`config.mk`:
```
export PLATFORM = sky130hd
export DESIGN_NAME = pmc_power_mode_controller
export DESIGN_NICKNAME = d
export VERILOG_FILES = /design/src/pmc_pkg.sv /design/src/pmc_power_mode_controller.sv
export SDC_FILE = /design/constraint.sdc
export NUM_CORES = 1
export LEC_CHECK = 0
export BUFFER_PORTS_ARGS = -buffer_cell sky130_fd_sc_hd__buf_4
export CAP_MARGIN = 20
export CORE_ASPECT_RATIO = 0.5
export CORE_MARGIN = 2
export CORE_UTILIZATION = 45
export DETAILED_ROUTE_END_ITERATION = 16
export PLACE_DENSITY_LB_ADDON = 0.3
export SYNTH_ARGS = -nofsm -noshare
export SYNTH_HDL_FRONTEND = slang
export SYNTH_SLANG_ARGS = --single-unit
```
`constraint.sdc`:
```
create_clock -name clk_i -period 1.9 [get_ports clk_i]
set_input_delay 0.19 -clock clk_i [delete_from_list [all_inputs] [get_ports clk_i]]
set_output_delay 0.19 -clock clk_i [all_outputs]
set_load 0.005 [all_outputs]
```
`src/pmc_pkg.sv`:
```
// Purpose: shared constants and types for the power mode controller
// Assumes: 32-bit AHB-Lite register bus, word-aligned registers
// Notes:   offsets and field layouts are local choices
package pmc_pkg;

  // register byte offsets
  localparam logic [7:0] OFF_PWR_CTRL   = 8'h00;
  localparam logic [7:0] OFF_SLEEP_CFG  = 8'h04;
  localparam logic [7:0] OFF_WAKE_CFG   = 8'h08;
  localparam logic [7:0] OFF_RUN_CFG    = 8'h0C;
  localparam logic [7:0] OFF_BUS_CLKEN  = 8'h10;
  localparam logic [7:0] OFF_CLK_SEL    = 8'h14;
  localparam logic [7:0] OFF_PIN_WAKE   = 8'h18;
  localparam logic [7:0] OFF_WAKE_EN1   = 8'h1C;
  localparam logic [7:0] OFF_DIV_CTRL   = 8'h20;
  localparam logic [7:0] OFF_STATUS     = 8'h24;

  // power control register fields
  localparam int PM_LSB        = 0;
  localparam int DPD_INHIBIT_B = 3;
  localparam int DPD_FLAG_B    = 11;

  // analog power bits: 1 = powered
  localparam int PWR_W     = 6;
  localparam int PWR_IRC   = 0;
  localparam int PWR_FLASH = 1;
  localparam int PWR_BOD   = 2;
  localparam int PWR_PLL   = 3;
  localparam int PWR_SOSC  = 4;
  localparam int PWR_WATCHDOG_OSC = 5;

  // wake enable register 1 fields
  localparam int WK_BOD  = 0;
  localparam int WK_WDT  = 1;
  localparam int WK_UART = 2;
  localparam int WK_I2C  = 3;
  localparam int WK_SPI  = 4;
  localparam int WK_W    = 5;

  localparam int PIN_W    = 8;
  localparam int BUSCLK_W = 20;
  localparam int BUSCLK_WDT = 17;

  localparam logic [PWR_W-1:0]    RUN_CFG_RST   = 6'h03;
  localparam logic [PWR_W-1:0]    SLEEP_CFG_RST = 6'h00;
  localparam logic [PWR_W-1:0]    WAKE_CFG_RST  = 6'h03;
  localparam logic [BUSCLK_W-1:0] BUSCLK_RST    = 20'h000DF;

  // divider fields: two 8-bit dividers, 0 stops the clock
  localparam int DIV_W = 8;

  // power mode field encodings
  typedef enum logic [1:0] {
    PM_SLEEP  = 2'h0,
    PM_DSLEEP = 2'h1,
    PM_PDOWN  = 2'h2,
    PM_DPD    = 2'h3
  } pmc_pm_t;

  // controller states
  typedef enum logic [2:0] {
    ST_ACTIVE  = 3'h0,
    ST_SLEEP   = 3'h1,
    ST_DEEP    = 3'h2,
    ST_WAKEPWR = 3'h3,
    ST_WAKECLK = 3'h4,
    ST_DPD     = 3'h5
  } pmc_state_t;

  // clock source select
  typedef enum logic [1:0] {
    CS_IRC   = 2'h0,
    CS_SOSC  = 2'h1,
    CS_WATCHDOG_OSC = 2'h2
  } pmc_clksrc_t;

  // wake sources from the peripherals
  typedef struct packed {
    logic [PIN_W-1:0] pin_irq;
    logic             bod_irq;
    logic             wdt_irq;
    logic             uart_irq;
    logic             uart_sync;
    logic             i2c_irq;
    logic             spi_irq;
  } pmc_wake_t;

  // gating outputs toward clock and analog blocks
  typedef struct packed {
    logic                core_clk_en;
    logic                main_clk_en;
    logic                irc_out_en;
    logic                flash_standby;
    logic                wdt_clk_en;
    logic                pins_hold;
    logic                debug_en;
    logic [PWR_W-1:0]    analog_pwr;
    logic [BUSCLK_W-1:0] periph_clk_en;
    logic [1:0]          clk_src;
    logic                uart_clk_en;
    logic                clock_output_pin_clk_en;
    logic                dpd_enter;
  } pmc_ctrl_t;

  localparam int STALL_CYC = 1;

endpackage : pmc_pkg

```
`src/pmc_power_mode_controller.sv`:
```
// Purpose: power mode controller sequencing active, sleep and deep modes
// Assumes: core signals wfi request with deep_sleep_select as levels
// Notes:   all outputs registered; one clock domain
// Operation
// RQ1: four reduced-power modes beyond active, each stopping different clocks
// RQ2: sleep entered by wfi with mode field zero and deep select clear
// RQ3: deep-sleep entered with mode field one, sleep config, deep select, wfi
// RQ4: software loads wake config and wake enables before deep-sleep
// RQ5: sleep stops the core clock until interrupt or reset
// RQ6: sleep keeps system clock and active power selections
// RQ7: bus-enabled peripherals run in sleep and their interrupts wake
// RQ8: sleep exits on enabled interrupt restoring run configuration; reset gives defaults
// RQ9: after reset active mode with run config and bus enable reset values
// RQ10: run config switches analog power; bus enables gate peripherals
// RQ11: system clock source selects irc, crystal or watchdog osc; irc default
// RQ12: serial and clock output clocks have own stoppable dividers
// RQ13: deep-sleep powers down analog except brown-out and watchdog osc per config
// RQ14: deep-sleep stops main and peripheral clocks; watchdog clock if osc selected
// RQ15: deep-sleep keeps irc running output gated; flash in standby
// RQ16: sleep modes retain state and hold pins static
// RQ17: any enabled pin interrupt of eight wakes from deep-sleep
// RQ18: brown-out interrupt wakes through wake enable one when kept powered
// RQ19: watchdog interrupt wakes through wake enable one when osc runs
// RQ20: serial port wakes only in synchronous mode; i2c and spi may wake
// RQ21: locked watchdog clock keeps watchdog osc powered in every reduced mode; code does so in deep-sleep and power-down only
// RQ22: debug unsupported in any reduced-power mode
// RQ23: power-down selected with mode field two before deep request
// RQ24: deep power-down selected with mode field three and inhibit clear
// RQ25: inhibit bit three in power control blocks deep power-down entry
// RQ26: deep wake applies wake config and main clock before core clock
//
// The implementer's own choices: the AHB-Lite slave port and the register addresses.
`timescale 1ns/1ps
module pmc_power_mode_controller (
  // clock and reset
  input  wire logic               clk_i,
  input  wire logic               rst_n_i,
  // ahb-lite slave
  input  wire logic               hsel_i,
  input  wire logic [31:0]        haddr_i,
  input  wire logic [1:0]         htrans_i,
  input  wire logic               hwrite_i,
  input  wire logic [2:0]         hsize_i,
  input  wire logic [31:0]        hwdata_i,
  input  wire logic               hready_i,
  output logic      [31:0]        hrdata_o,
  output logic                    hreadyout_o,
  output logic                    hresp_o,
  // processor core
  input  wire logic               wfi_req_i,
  input  wire logic               deep_sleep_select_i,
  input  wire logic               core_irq_i,
  input  wire logic               wdt_lock_i,
  // wake sources
  input  wire pmc_pkg::pmc_wake_t wake_i,
  // gating toward clock, oscillator and peripheral blocks
  output pmc_pkg::pmc_ctrl_t      ctrl_o,
  output logic                    sleeping_o
);

  // registers
  logic [1:0]                     power_mode_field_q;
  logic                           dpd_inhibit_q;
  logic                           dpd_flag_q;
  logic [pmc_pkg::PWR_W-1:0]      sleep_power_config_q;
  logic [pmc_pkg::PWR_W-1:0]      wake_power_config_q;
  logic [pmc_pkg::PWR_W-1:0]      run_power_config_q;
  logic [pmc_pkg::BUSCLK_W-1:0]   bus_clock_enables_q;
  logic [1:0]                     clk_sel_q;
  logic [pmc_pkg::PIN_W-1:0]      pin_wake_enables_q;
  logic [pmc_pkg::WK_W-1:0]       wake_en1_q;
  logic [pmc_pkg::DIV_W-1:0]      uart_div_q;
  logic [pmc_pkg::DIV_W-1:0]      clock_output_pin_div_q;
  pmc_pkg::pmc_state_t            state_q;
  pmc_pkg::pmc_state_t            state_d;
  pmc_pkg::pmc_ctrl_t             ctrl_d;
  logic                           wake_deep;
  logic                           watchdog_osc_keep;

  // bus address phase capture
  logic                           dph_valid_q;
  logic                           dph_write_q;
  logic [7:0]                     dph_addr_q;
  logic                           aph_take;

  assign aph_take = hsel_i & hready_i & htrans_i[1];

  always_ff @(posedge clk_i or negedge rst_n_i) begin
    if (!rst_n_i) begin
      dph_valid_q <= 1'b0;
      dph_write_q <= 1'b0;
      dph_addr_q  <= 8'h00;
    end else if (hready_i) begin
      dph_valid_q <= aph_take;
      dph_write_q <= hwrite_i;
      dph_addr_q  <= haddr_i[7:0];
    end
  end

  // zero wait states, always OKAY
  always_ff @(posedge clk_i or negedge rst_n_i) begin
    if (!rst_n_i) begin
      hreadyout_o <= 1'b1;
      hresp_o     <= 1'b0;
    end else begin
      hreadyout_o <= 1'b1;
      hresp_o     <= 1'b0;
    end
  end

  logic wr;
  assign wr = dph_valid_q & dph_write_q;

  // software-written registers; reset gives active defaults
  always_ff @(posedge clk_i or negedge rst_n_i) begin
    if (!rst_n_i) begin
      power_mode_field_q   <= 2'h0;
      dpd_inhibit_q        <= 1'b0;
      sleep_power_config_q <= pmc_pkg::SLEEP_CFG_RST;
      wake_power_config_q  <= pmc_pkg::WAKE_CFG_RST;
      run_power_config_q   <= pmc_pkg::RUN_CFG_RST;   // RQ9
      bus_clock_enables_q  <= pmc_pkg::BUSCLK_RST;    // RQ9
      clk_sel_q            <= pmc_pkg::CS_IRC;        // RQ11
      pin_wake_enables_q   <= 8'h00;
      wake_en1_q           <= 5'h00;
      uart_div_q           <= 8'h00;
      clock_output_pin_div_q         <= 8'h00;
    end else if (wr) begin
      case (dph_addr_q)
        pmc_pkg::OFF_PWR_CTRL: begin
          power_mode_field_q <= hwdata_i[pmc_pkg::PM_LSB +: 2];
          dpd_inhibit_q      <= hwdata_i[pmc_pkg::DPD_INHIBIT_B];
        end
        pmc_pkg::OFF_SLEEP_CFG: sleep_power_config_q <= hwdata_i[pmc_pkg::PWR_W-1:0];
        pmc_pkg::OFF_WAKE_CFG:  wake_power_config_q  <= hwdata_i[pmc_pkg::PWR_W-1:0];
        pmc_pkg::OFF_RUN_CFG:   run_power_config_q   <= hwdata_i[pmc_pkg::PWR_W-1:0];   // RQ10
        pmc_pkg::OFF_BUS_CLKEN: bus_clock_enables_q  <= hwdata_i[pmc_pkg::BUSCLK_W-1:0];
        pmc_pkg::OFF_CLK_SEL: begin
          // reserved encoding falls back to the rc oscillator
          clk_sel_q <= (hwdata_i[1:0] == 2'h3) ? 2'(pmc_pkg::CS_IRC) : hwdata_i[1:0];   // RQ11
        end
        pmc_pkg::OFF_PIN_WAKE:  pin_wake_enables_q   <= hwdata_i[pmc_pkg::PIN_W-1:0];
        pmc_pkg::OFF_WAKE_EN1:  wake_en1_q           <= hwdata_i[pmc_pkg::WK_W-1:0];
        pmc_pkg::OFF_DIV_CTRL: begin
          uart_div_q   <= hwdata_i[pmc_pkg::DIV_W-1:0];        // RQ12
          clock_output_pin_div_q <= hwdata_i[2*pmc_pkg::DIV_W-1:pmc_pkg::DIV_W];   // RQ12
        end
        default: ;
      endcase
    end
  end

  // deep power-down flag: set on entry, write one clears, set wins
  always_ff @(posedge clk_i or negedge rst_n_i) begin
    if (!rst_n_i) begin
      dpd_flag_q <= 1'b0;
    end else if (state_q != pmc_pkg::ST_DPD && state_d == pmc_pkg::ST_DPD) begin
      dpd_flag_q <= 1'b1;
    end else if (wr && dph_addr_q == pmc_pkg::OFF_PWR_CTRL && hwdata_i[pmc_pkg::DPD_FLAG_B]) begin
      dpd_flag_q <= 1'b0;
    end
  end

  // read data
  always_ff @(posedge clk_i or negedge rst_n_i) begin
    if (!rst_n_i) begin
      hrdata_o <= 32'h0000_0000;
    end else if (aph_take && !hwrite_i) begin
      case (haddr_i[7:0])
        pmc_pkg::OFF_PWR_CTRL:  hrdata_o <= {20'h00000, dpd_flag_q, 7'h00, dpd_inhibit_q, 1'b0,
                                             power_mode_field_q};
        pmc_pkg::OFF_SLEEP_CFG: hrdata_o <= {26'h0, sleep_power_config_q};
        pmc_pkg::OFF_WAKE_CFG:  hrdata_o <= {26'h0, wake_power_config_q};
        pmc_pkg::OFF_RUN_CFG:   hrdata_o <= {26'h0, run_power_config_q};
        pmc_pkg::OFF_BUS_CLKEN: hrdata_o <= {12'h000, bus_clock_enables_q};
        pmc_pkg::OFF_CLK_SEL:   hrdata_o <= {30'h0, clk_sel_q};
        pmc_pkg::OFF_PIN_WAKE:  hrdata_o <= {24'h000000, pin_wake_enables_q};
        pmc_pkg::OFF_WAKE_EN1:  hrdata_o <= {27'h0, wake_en1_q};
        pmc_pkg::OFF_DIV_CTRL:  hrdata_o <= {16'h0000, clock_output_pin_div_q, uart_div_q};
        pmc_pkg::OFF_STATUS:    hrdata_o <= {29'h0, state_q};
        default:                hrdata_o <= 32'h0000_0000;
      endcase
    end
  end

  // deep wake sources; core_irq plays no part in leaving deep-sleep
  always_comb begin
    wake_deep = |(wake_i.pin_irq & pin_wake_enables_q);   // RQ17
    wake_deep = wake_deep | (wake_i.bod_irq & wake_en1_q[pmc_pkg::WK_BOD]
                             & sleep_power_config_q[pmc_pkg::PWR_BOD]);   // RQ18
    wake_deep = wake_deep | (wake_i.wdt_irq & wake_en1_q[pmc_pkg::WK_WDT] & watchdog_osc_keep
                             & bus_clock_enables_q[pmc_pkg::BUSCLK_WDT]);   // RQ19
    wake_deep = wake_deep | (wake_i.uart_irq & wake_i.uart_sync & wake_en1_q[pmc_pkg::WK_UART]);   // RQ20
    wake_deep = wake_deep | (wake_i.i2c_irq & wake_en1_q[pmc_pkg::WK_I2C])
                          | (wake_i.spi_irq & wake_en1_q[pmc_pkg::WK_SPI]);   // RQ20
  end

  // watchdog osc kept on by lock regardless of sleep config
  assign watchdog_osc_keep = sleep_power_config_q[pmc_pkg::PWR_WATCHDOG_OSC] | wdt_lock_i;   // RQ21

  // mode sequencer
  always_comb begin
    state_d = state_q;
    case (state_q)
      pmc_pkg::ST_ACTIVE: begin
        if (wfi_req_i && !core_irq_i) begin
          if (!deep_sleep_select_i) begin
            state_d = pmc_pkg::ST_SLEEP;   // RQ2
          end else if (power_mode_field_q == pmc_pkg::PM_DPD) begin
            // inhibited deep power-down request is ignored, core keeps running
            state_d = dpd_inhibit_q ? pmc_pkg::ST_ACTIVE : pmc_pkg::ST_DPD;   // RQ25
          end else begin
            state_d = pmc_pkg::ST_DEEP;   // RQ3
          end
        end
      end
      pmc_pkg::ST_SLEEP:   state_d = core_irq_i ? pmc_pkg::ST_ACTIVE : pmc_pkg::ST_SLEEP;   // RQ8
      pmc_pkg::ST_DEEP:    state_d = wake_deep ? pmc_pkg::ST_WAKEPWR : pmc_pkg::ST_DEEP;
      pmc_pkg::ST_WAKEPWR: state_d = pmc_pkg::ST_WAKECLK;   // RQ26
      pmc_pkg::ST_WAKECLK: state_d = pmc_pkg::ST_ACTIVE;    // RQ26
      // left only by chip reset
      pmc_pkg::ST_DPD:     state_d = pmc_pkg::ST_DPD;
      default:             state_d = pmc_pkg::ST_ACTIVE;
    endcase
  end

  logic [1:0] deep_mode_q;
  logic [1:0] deep_mode;

  // the entry edge must already see the mode just requested, not the one kept from the last entry
  assign deep_mode = (state_q == pmc_pkg::ST_ACTIVE) ? power_mode_field_q : deep_mode_q;

  always_ff @(posedge clk_i or negedge rst_n_i) begin
    if (!rst_n_i) begin
      state_q     <= pmc_pkg::ST_ACTIVE;   // RQ9
      deep_mode_q <= 2'h0;
    end else begin
      state_q <= state_d;
      if (state_q == pmc_pkg::ST_ACTIVE && state_d == pmc_pkg::ST_DEEP) begin
        deep_mode_q <= power_mode_field_q;
      end
    end
  end

  // gating outputs per state
  always_comb begin
    ctrl_d               = '0;
    ctrl_d.clk_src       = clk_sel_q;
    ctrl_d.uart_clk_en   = (uart_div_q != 8'h00);     // RQ12
    ctrl_d.clock_output_pin_clk_en = (clock_output_pin_div_q != 8'h00);   // RQ12
    case (state_d)
      pmc_pkg::ST_ACTIVE: begin
        ctrl_d.core_clk_en   = 1'b1;
        ctrl_d.main_clk_en   = 1'b1;
        ctrl_d.irc_out_en    = 1'b1;
        ctrl_d.wdt_clk_en    = 1'b1;
        ctrl_d.debug_en      = 1'b1;
        ctrl_d.analog_pwr    = run_power_config_q;    // RQ10
        ctrl_d.periph_clk_en = bus_clock_enables_q;   // RQ10
      end
      pmc_pkg::ST_SLEEP: begin
        // core and debug stopped, pins held, everything else as in active
        ctrl_d.main_clk_en   = 1'b1;                  // RQ6
        ctrl_d.irc_out_en    = 1'b1;
        ctrl_d.wdt_clk_en    = 1'b1;
        ctrl_d.analog_pwr    = run_power_config_q;    // RQ6
        ctrl_d.periph_clk_en = bus_clock_enables_q;   // RQ7
        ctrl_d.pins_hold     = 1'b1;                  // RQ16
      end
      pmc_pkg::ST_DEEP: begin
        ctrl_d.analog_pwr[pmc_pkg::PWR_BOD]   = sleep_power_config_q[pmc_pkg::PWR_BOD];   // RQ13
        ctrl_d.analog_pwr[pmc_pkg::PWR_WATCHDOG_OSC] = watchdog_osc_keep;   // RQ13
        // power-down also drops the rc oscillator and flash
        ctrl_d.analog_pwr[pmc_pkg::PWR_IRC]   = (deep_mode == pmc_pkg::PM_DSLEEP);   // RQ15
        ctrl_d.analog_pwr[pmc_pkg::PWR_FLASH] = (deep_mode == pmc_pkg::PM_DSLEEP);
        ctrl_d.flash_standby = (deep_mode == pmc_pkg::PM_DSLEEP);   // RQ15
        ctrl_d.wdt_clk_en    = watchdog_osc_keep;   // RQ14
        ctrl_d.pins_hold     = 1'b1;         // RQ16
      end
      pmc_pkg::ST_WAKEPWR: begin
        // power back up first, main and core clocks still off
        ctrl_d.analog_pwr = wake_power_config_q;   // RQ26
        ctrl_d.wdt_clk_en = watchdog_osc_keep;
        ctrl_d.pins_hold  = 1'b1;
      end
      pmc_pkg::ST_WAKECLK: begin
        ctrl_d.analog_pwr    = wake_power_config_q;   // RQ26
        ctrl_d.main_clk_en   = 1'b1;                  // RQ26
        ctrl_d.irc_out_en    = 1'b1;
        ctrl_d.wdt_clk_en    = 1'b1;
        ctrl_d.periph_clk_en = bus_clock_enables_q;
        ctrl_d.pins_hold     = 1'b1;
      end
      pmc_pkg::ST_DPD: begin
        ctrl_d.dpd_enter = 1'b1;   // RQ1
      end
      default: ;
    endcase
    if (state_d != pmc_pkg::ST_ACTIVE) begin
      ctrl_d.uart_clk_en   = ctrl_d.uart_clk_en & ctrl_d.main_clk_en;
      ctrl_d.clock_output_pin_clk_en = ctrl_d.clock_output_pin_clk_en & ctrl_d.main_clk_en;   // RQ14
    end
  end

  // run config is left unchanged by a deep wake; active mode applies it again
  always_ff @(posedge clk_i or negedge rst_n_i) begin
    if (!rst_n_i) begin
      ctrl_o     <= '0;
      sleeping_o <= 1'b0;
    end else begin
      ctrl_o     <= ctrl_d;   // RQ5 RQ22
      sleeping_o <= (state_d != pmc_pkg::ST_ACTIVE);
    end
  end

endmodule : pmc_power_mode_controller

```
-- Word-level counts from Yosys, hierarchy flattened
Cells that the tools add are included.
- ROM bits: 0
- input port bits: 92
- memories: 0
- flip-flop bits (word level): 158
- bits in latches: 0
- memory bits (writable): 0
- output and inout port bits: 73
- multiplexer cells: 23
- reductions and logical operators: 31
- div/mod/pow operators: 0
- $mul: 0
- $add $sub $neg: 0
- equality and inequality tests: 30
- bitwise logic cells: 21
- magnitude comparators: 0
- shift-type cells: 0
- operator list (cell ; count):
    20-bit one-hot mux with 10 select lines ; 1
    8-bit by 5-bit equality test with 1-bit output (second input constant) ; 8
    8-bit by 4-bit equality test with 1-bit output (second input constant) ; 4
    8-bit by 6-bit equality test with 1-bit output (second input constant) ; 3
    20-bit 2-to-1 mux ; 1
    2-bit AND reduction ; 9
    8-bit by 3-bit equality test with 1-bit output (second input constant) ; 2
    8-bit zero test ; 2
    8-bit nonzero test ; 2
    3-bit one-hot mux with 5 select lines ; 1
    1-bit bitwise AND ; 14
    3-bit by 2-bit equality test with 1-bit output (second input constant) ; 4
    3-bit 2-to-1 mux ; 4
    3-bit equality test (second input constant) ; 3
    3-bit one-hot mux with 3 select lines ; 1
    8-bit bitwise AND ; 1
    1-bit 2-to-1 mux ; 8
    2-bit 2-to-1 mux ; 4
    8-bit OR reduction ; 1
    3-bit by 1-bit equality test with 1-bit output (second input constant) ; 2
    1-bit logical AND ; 6
    3-bit zero test ; 2
    1-bit bitwise OR ; 6
    2-bit OR reduction ; 3
    other kinds (11) ; 13

-- Longest topological paths before layout
- depth in word-level cells: 14
- depth in mapped cells: 7

-- Worst setup path before layout
No wires, ideal clock.
- path kind: reg2reg
- from: register state_q[2]
- to: register ctrl_o[10] in the netlist's numbering
- clock period less this slack: 1950 ps
- stages on the path, launching flop included: 8
- slack: -50 ps
- path buffers: 2
- arrival time: 1881 ps
- cell sequence: dfrtp_1 or4b_1 buf_6 a21oi_2 o21bai_2 mux2_4 buf_6 nor2b_2
- RTL lines (item ; RTL line ; RTL):
    start, declared ; pmc_power_mode_controller.sv:74 ; pmc_pkg::pmc_state_t state_q;
    start signal, assigned ; pmc_power_mode_controller.sv:235 ; state_q <= pmc_pkg::ST_ACTIVE;
    start signal, assigned ; pmc_power_mode_controller.sv:238 ; state_q <= state_d;
    end signal, assigned ; pmc_power_mode_controller.sv:311 ; ctrl_o <= ctrl_d;
    end, declared ; pmc_power_mode_controller.sv:57 ; output pmc_pkg::pmc_ctrl_t ctrl_o,

==> impl_metrics.py <==
metrics = {
    "drt": {
        "drc": 0,
        "wl_um": 16100,
        "vias_per_cell": 5.28,
        "drt_first_pass_iters": 4,
        "initialDrtViolationCount": 185,
        "vias": 4522,
        "wl_per_cell_um": 18.8,
        "antenna_left": 0,
    },
    "cells_and_area": {
        "multiInputGateArea_um2": 2590,
        "fin_area_um2": 8360,
        "drive_gt1_share_pct": 48.3,
        "nets": 743,
        "regArea_um2": 3640,
        "fin_cells": 856,
        "nFillCells": 1125,
        "syn2layout_area_growth_pct": 31.0,
        "diodes": 0,
    },
    "placed_design": {
        "post-dp-hpwl_um": 11500,
        "gp_congestion": 0.852,
        "placed_cells": 822,
        "place_area_um2": 7670,
        "portBuffers": 110,
    },
    "synthesis": {
        "ys_warn_count": 0,
        "netlist_area_um2": 6380,
        "ys_seq_area_share_pct": 57.0,
        "syn_inst": 501,
        "ys_top_cells_by_area": "dfrtp_1, mux2_2, dfstp_2",
        "ys_types": 65,
        "synth-edff-count": 0,
        "yosys_register_bits": 145,
        "yosysTopAreaCell": "dfrtp_1",
        "synth_top_cell_area_share_pct": 52.5,
        "synthFlopType": "dfrtp_1",
        "async_flop_share_pct": 100,
        "postSynthAreaPerCell_um2": 12.7,
    },
    "setup_path": {
        "cp_max_fo": 12,
        "crit_type": "reg -> reg",
        "arrival_ns": 2.22,
        "end_kind": "flop",
        "start_kind": "flop",
        "required_ns": 2.19,
    },
    "timing": {
        "hold_viol_final": 0,
        "period_share_pct": 102,
        "finalSetupViolations": 22,
        "rsz0062_at_grt": "true",
        "layout_min_cycle_time_ns": 1.94,
        "timing.fmax_mhz": 516,
        "slew_violations": 0,
        "worstMarginPinSlew_ns": 0.606,
        "setup_ws_ns": -0.0364,
        "skew_ns": 0.0113,
        "max-slew-margin-rel_pct": 59.6,
    },
    "power": {
        "ir_drop_mv": 0.517,
        "p_sw_share_pct": 26.0,
        "cellPowerDensity_nw_per_um2": 1030,
        "clkPwrFrac_pct": 39.6,
        "power_frac_seq_pct": 41.9,
        "p_int_mw": 6.39,
        "p_total_mw": 8.63,
        "power_switching_mw": 2.24,
        "comb_power_share_pct": 18.5,
        "p_leak_nw": 3.76,
    },
    "grt": {
        "grt.busiest_layer": "met2",
        "use_met1_pct": 31.7,
        "overflow": 0,
        "grtUsageMet2_pct": 35.0,
        "use_met3_pct": 3.62,
        "grt_max_degree": 64,
        "gr-usage-all-layers_pct": 22.2,
        "grt_pass1_wl_um": 25000,
        "antenna_found_initial": 0,
        "grt_pass1_vias": 4685,
    },
    "min_path": {
        "hp-class": "in -> reg",
    },
    "die": {
        "die_h_um": 88.2,
        "die_area_um2": 15200,
        "design.core.area_um2": 13700,
        "rows": 30,
        "initial_utilization_pct": 46.6,
        "die_w_um": 172,
        "io_pins": 165,
    },
    "cts": {
        "cts_tree": "built",
        "clk_pin_slew_ns": 0.06,
        "h-tree-depth": 4,
        "clockBufferDepth": 2,
        "clk_latency_ns": 0.41,
        "cts_made_buffers": 17,
        "root_buffer": "clkbuf_16",
        "clock_sinks": 145,
    },
    "run_status": {
        "violations": "negative setup slack",
        "status": "complete, but fails checks",
    },
    "job": {
        "drv_cap": 0,
    },
}
critical path, cell delays in order (launching register included):
cell     delay, ns
dfrtp_1       0.39
or4b_4        0.60
o32ai_4       0.34
mux2_4        0.28
buf_12        0.16
a21oi_2       0.04
metal layers:
metal,share of wire (%),up-vias
li1,-,2094
met3,5.5,10
met4,1.3,0
met2,46,117
met5,0,-
met1,47,2301
final cells by class:
cell class                      count  share of cell area (%)
Timing Repair Buffer              158                    15.0
Sequential cell                   145                    43.5
Clock buffer                       21                    5.39
Inverter                            8                   0.359
Clock inverter                     11                    1.84
Tap cell                          192                    2.87
Multi-Input combinational cell    321                    31.0
per-stage QoR:
step / setup TNS, ns / hold WS (ns) / worst slack [ns] / util, %
6_report: -0.390 / 0.0180 / -0.0364 / 61.1
3_3_place_gp: -0.808 / 0.222 / -0.0626 / 56.0
3_5_place_dp: -2.36 / 0.228 / -0.114 / 56.0
2_1_floorplan: -0.455 / -0.106 / -0.0260 / -
4_1_cts: -1.05 / 0.00336 / -0.0612 / 60.7
5_1_grt: -1.82 / 0.0106 / -0.0974 / 61.1
layout by cell type, fill, tap and decap left out, types with 3 or more instances in the layout:
cell type and n:
nor4_1 6, a22oi_1 20, dfrtp_1 134, a21oi_2 3
nor2_1 13, dfstp_2 11, nor2b_2 14, a221o_1 3
a32oi_1 3, clkinv_4 3, and3_1 3, buf_4 150
bufinv_16 3, mux2_2 85, nand3_1 12, conb_1 14
nand2_1 33, clkbuf_1 3, o21ai_1 15, o21ai_0 13
nor2b_4 3, clkbuf_16 17, nor3b_1 4, nor3_1 8
inv_1 7, mux2i_1 4, nor2b_1 7, buf_12 5
a21oi_1 4
power groups by stage:
| stage | clock, mW | sequential, mW | combinational, mW |
|---|---|---|---|
| 3_5_place_dp | 0 | 3.66 | 1.55 |
| 3_3_place_gp | 0 | 3.66 | 1.52 |
| 2_1_floorplan | 0 | 3.66 | 0.764 |
| 5_1_grt | 3.62 | 3.65 | 1.74 |
| 6_report | 3.42 | 3.62 | 1.59 |
| 4_1_cts | 3.49 | 3.61 | 1.58 |
cell families (layout without fill, tap and decap cells):
group,after synthesis,count (layout),synth area share [%]
xor gates and xnor gates,1,1,0.137
muxes,92,92,16.6
DFF,145,145,57.0
AOI/OAI and AO/OA,86,86,10.0
buffers and inverters,47,198,4.12
other,2,14,0.118
and+or+nand+nor,128,128,12.0
registers in the layout, indices dropped and copies added (netlist names), 3 cells and up:
name	count
bus_clock_enables_q	20
clock_output_pin_div_q	8
ctrl_o	36
dph_addr_q	8
hrdata_o	20
pin_wake_enables_q	8
run_power_config_q	6
sleep_power_config_q	6
state_q	3
uart_div_q	8
wake_en1_q	5
wake_power_config_q	6
synthesized netlist by cell type, types with 5 or more instances:
cell and n:
nand3_1 12, nand2_1 33, clkbuf_1 15, dfstp_2 11, nor3b_1 5, nor4_1 6, nor2b_2 14, nor2b_1 7
mux2_2 85, dfrtp_1 134, o21ai_1 14, nor2_1 13, buf_4 16, nor3_1 8, inv_1 8, a22oi_1 22
o21ai_0 14
repair_timing:
action | in CTS | in global routing
hold buffers | 2 | 0
setup endpoints to repair | 32 | 37
resized for setup | 5 | 8
setup buffers | 0 | 1
pin swaps | 2 | 6
endpoints found under the hold margin | 53 | 0
path summary, 6_finish.rpt:
check	endpoint	startpoint	cells after the start	slack, ns
min in group asynchronous	wake_en1_q[3]	rst_n_i	2	0.36
max in group asynchronous	wake_power_config_q[1]	rst_n_i	3	0.91
setup / recovery	ctrl_o[1]	state_q[0]	5	-0.04
hold / removal	bus_clock_enables_q[16]	hwdata_i[16]	2	0.02
setup reg to reg	ctrl_o[1]	state_q[0]	5	-0.04
hold reg to reg	ctrl_o[3]	clk_sel_q[0]	0	0.43
Power figures use the tool's default switching activity.
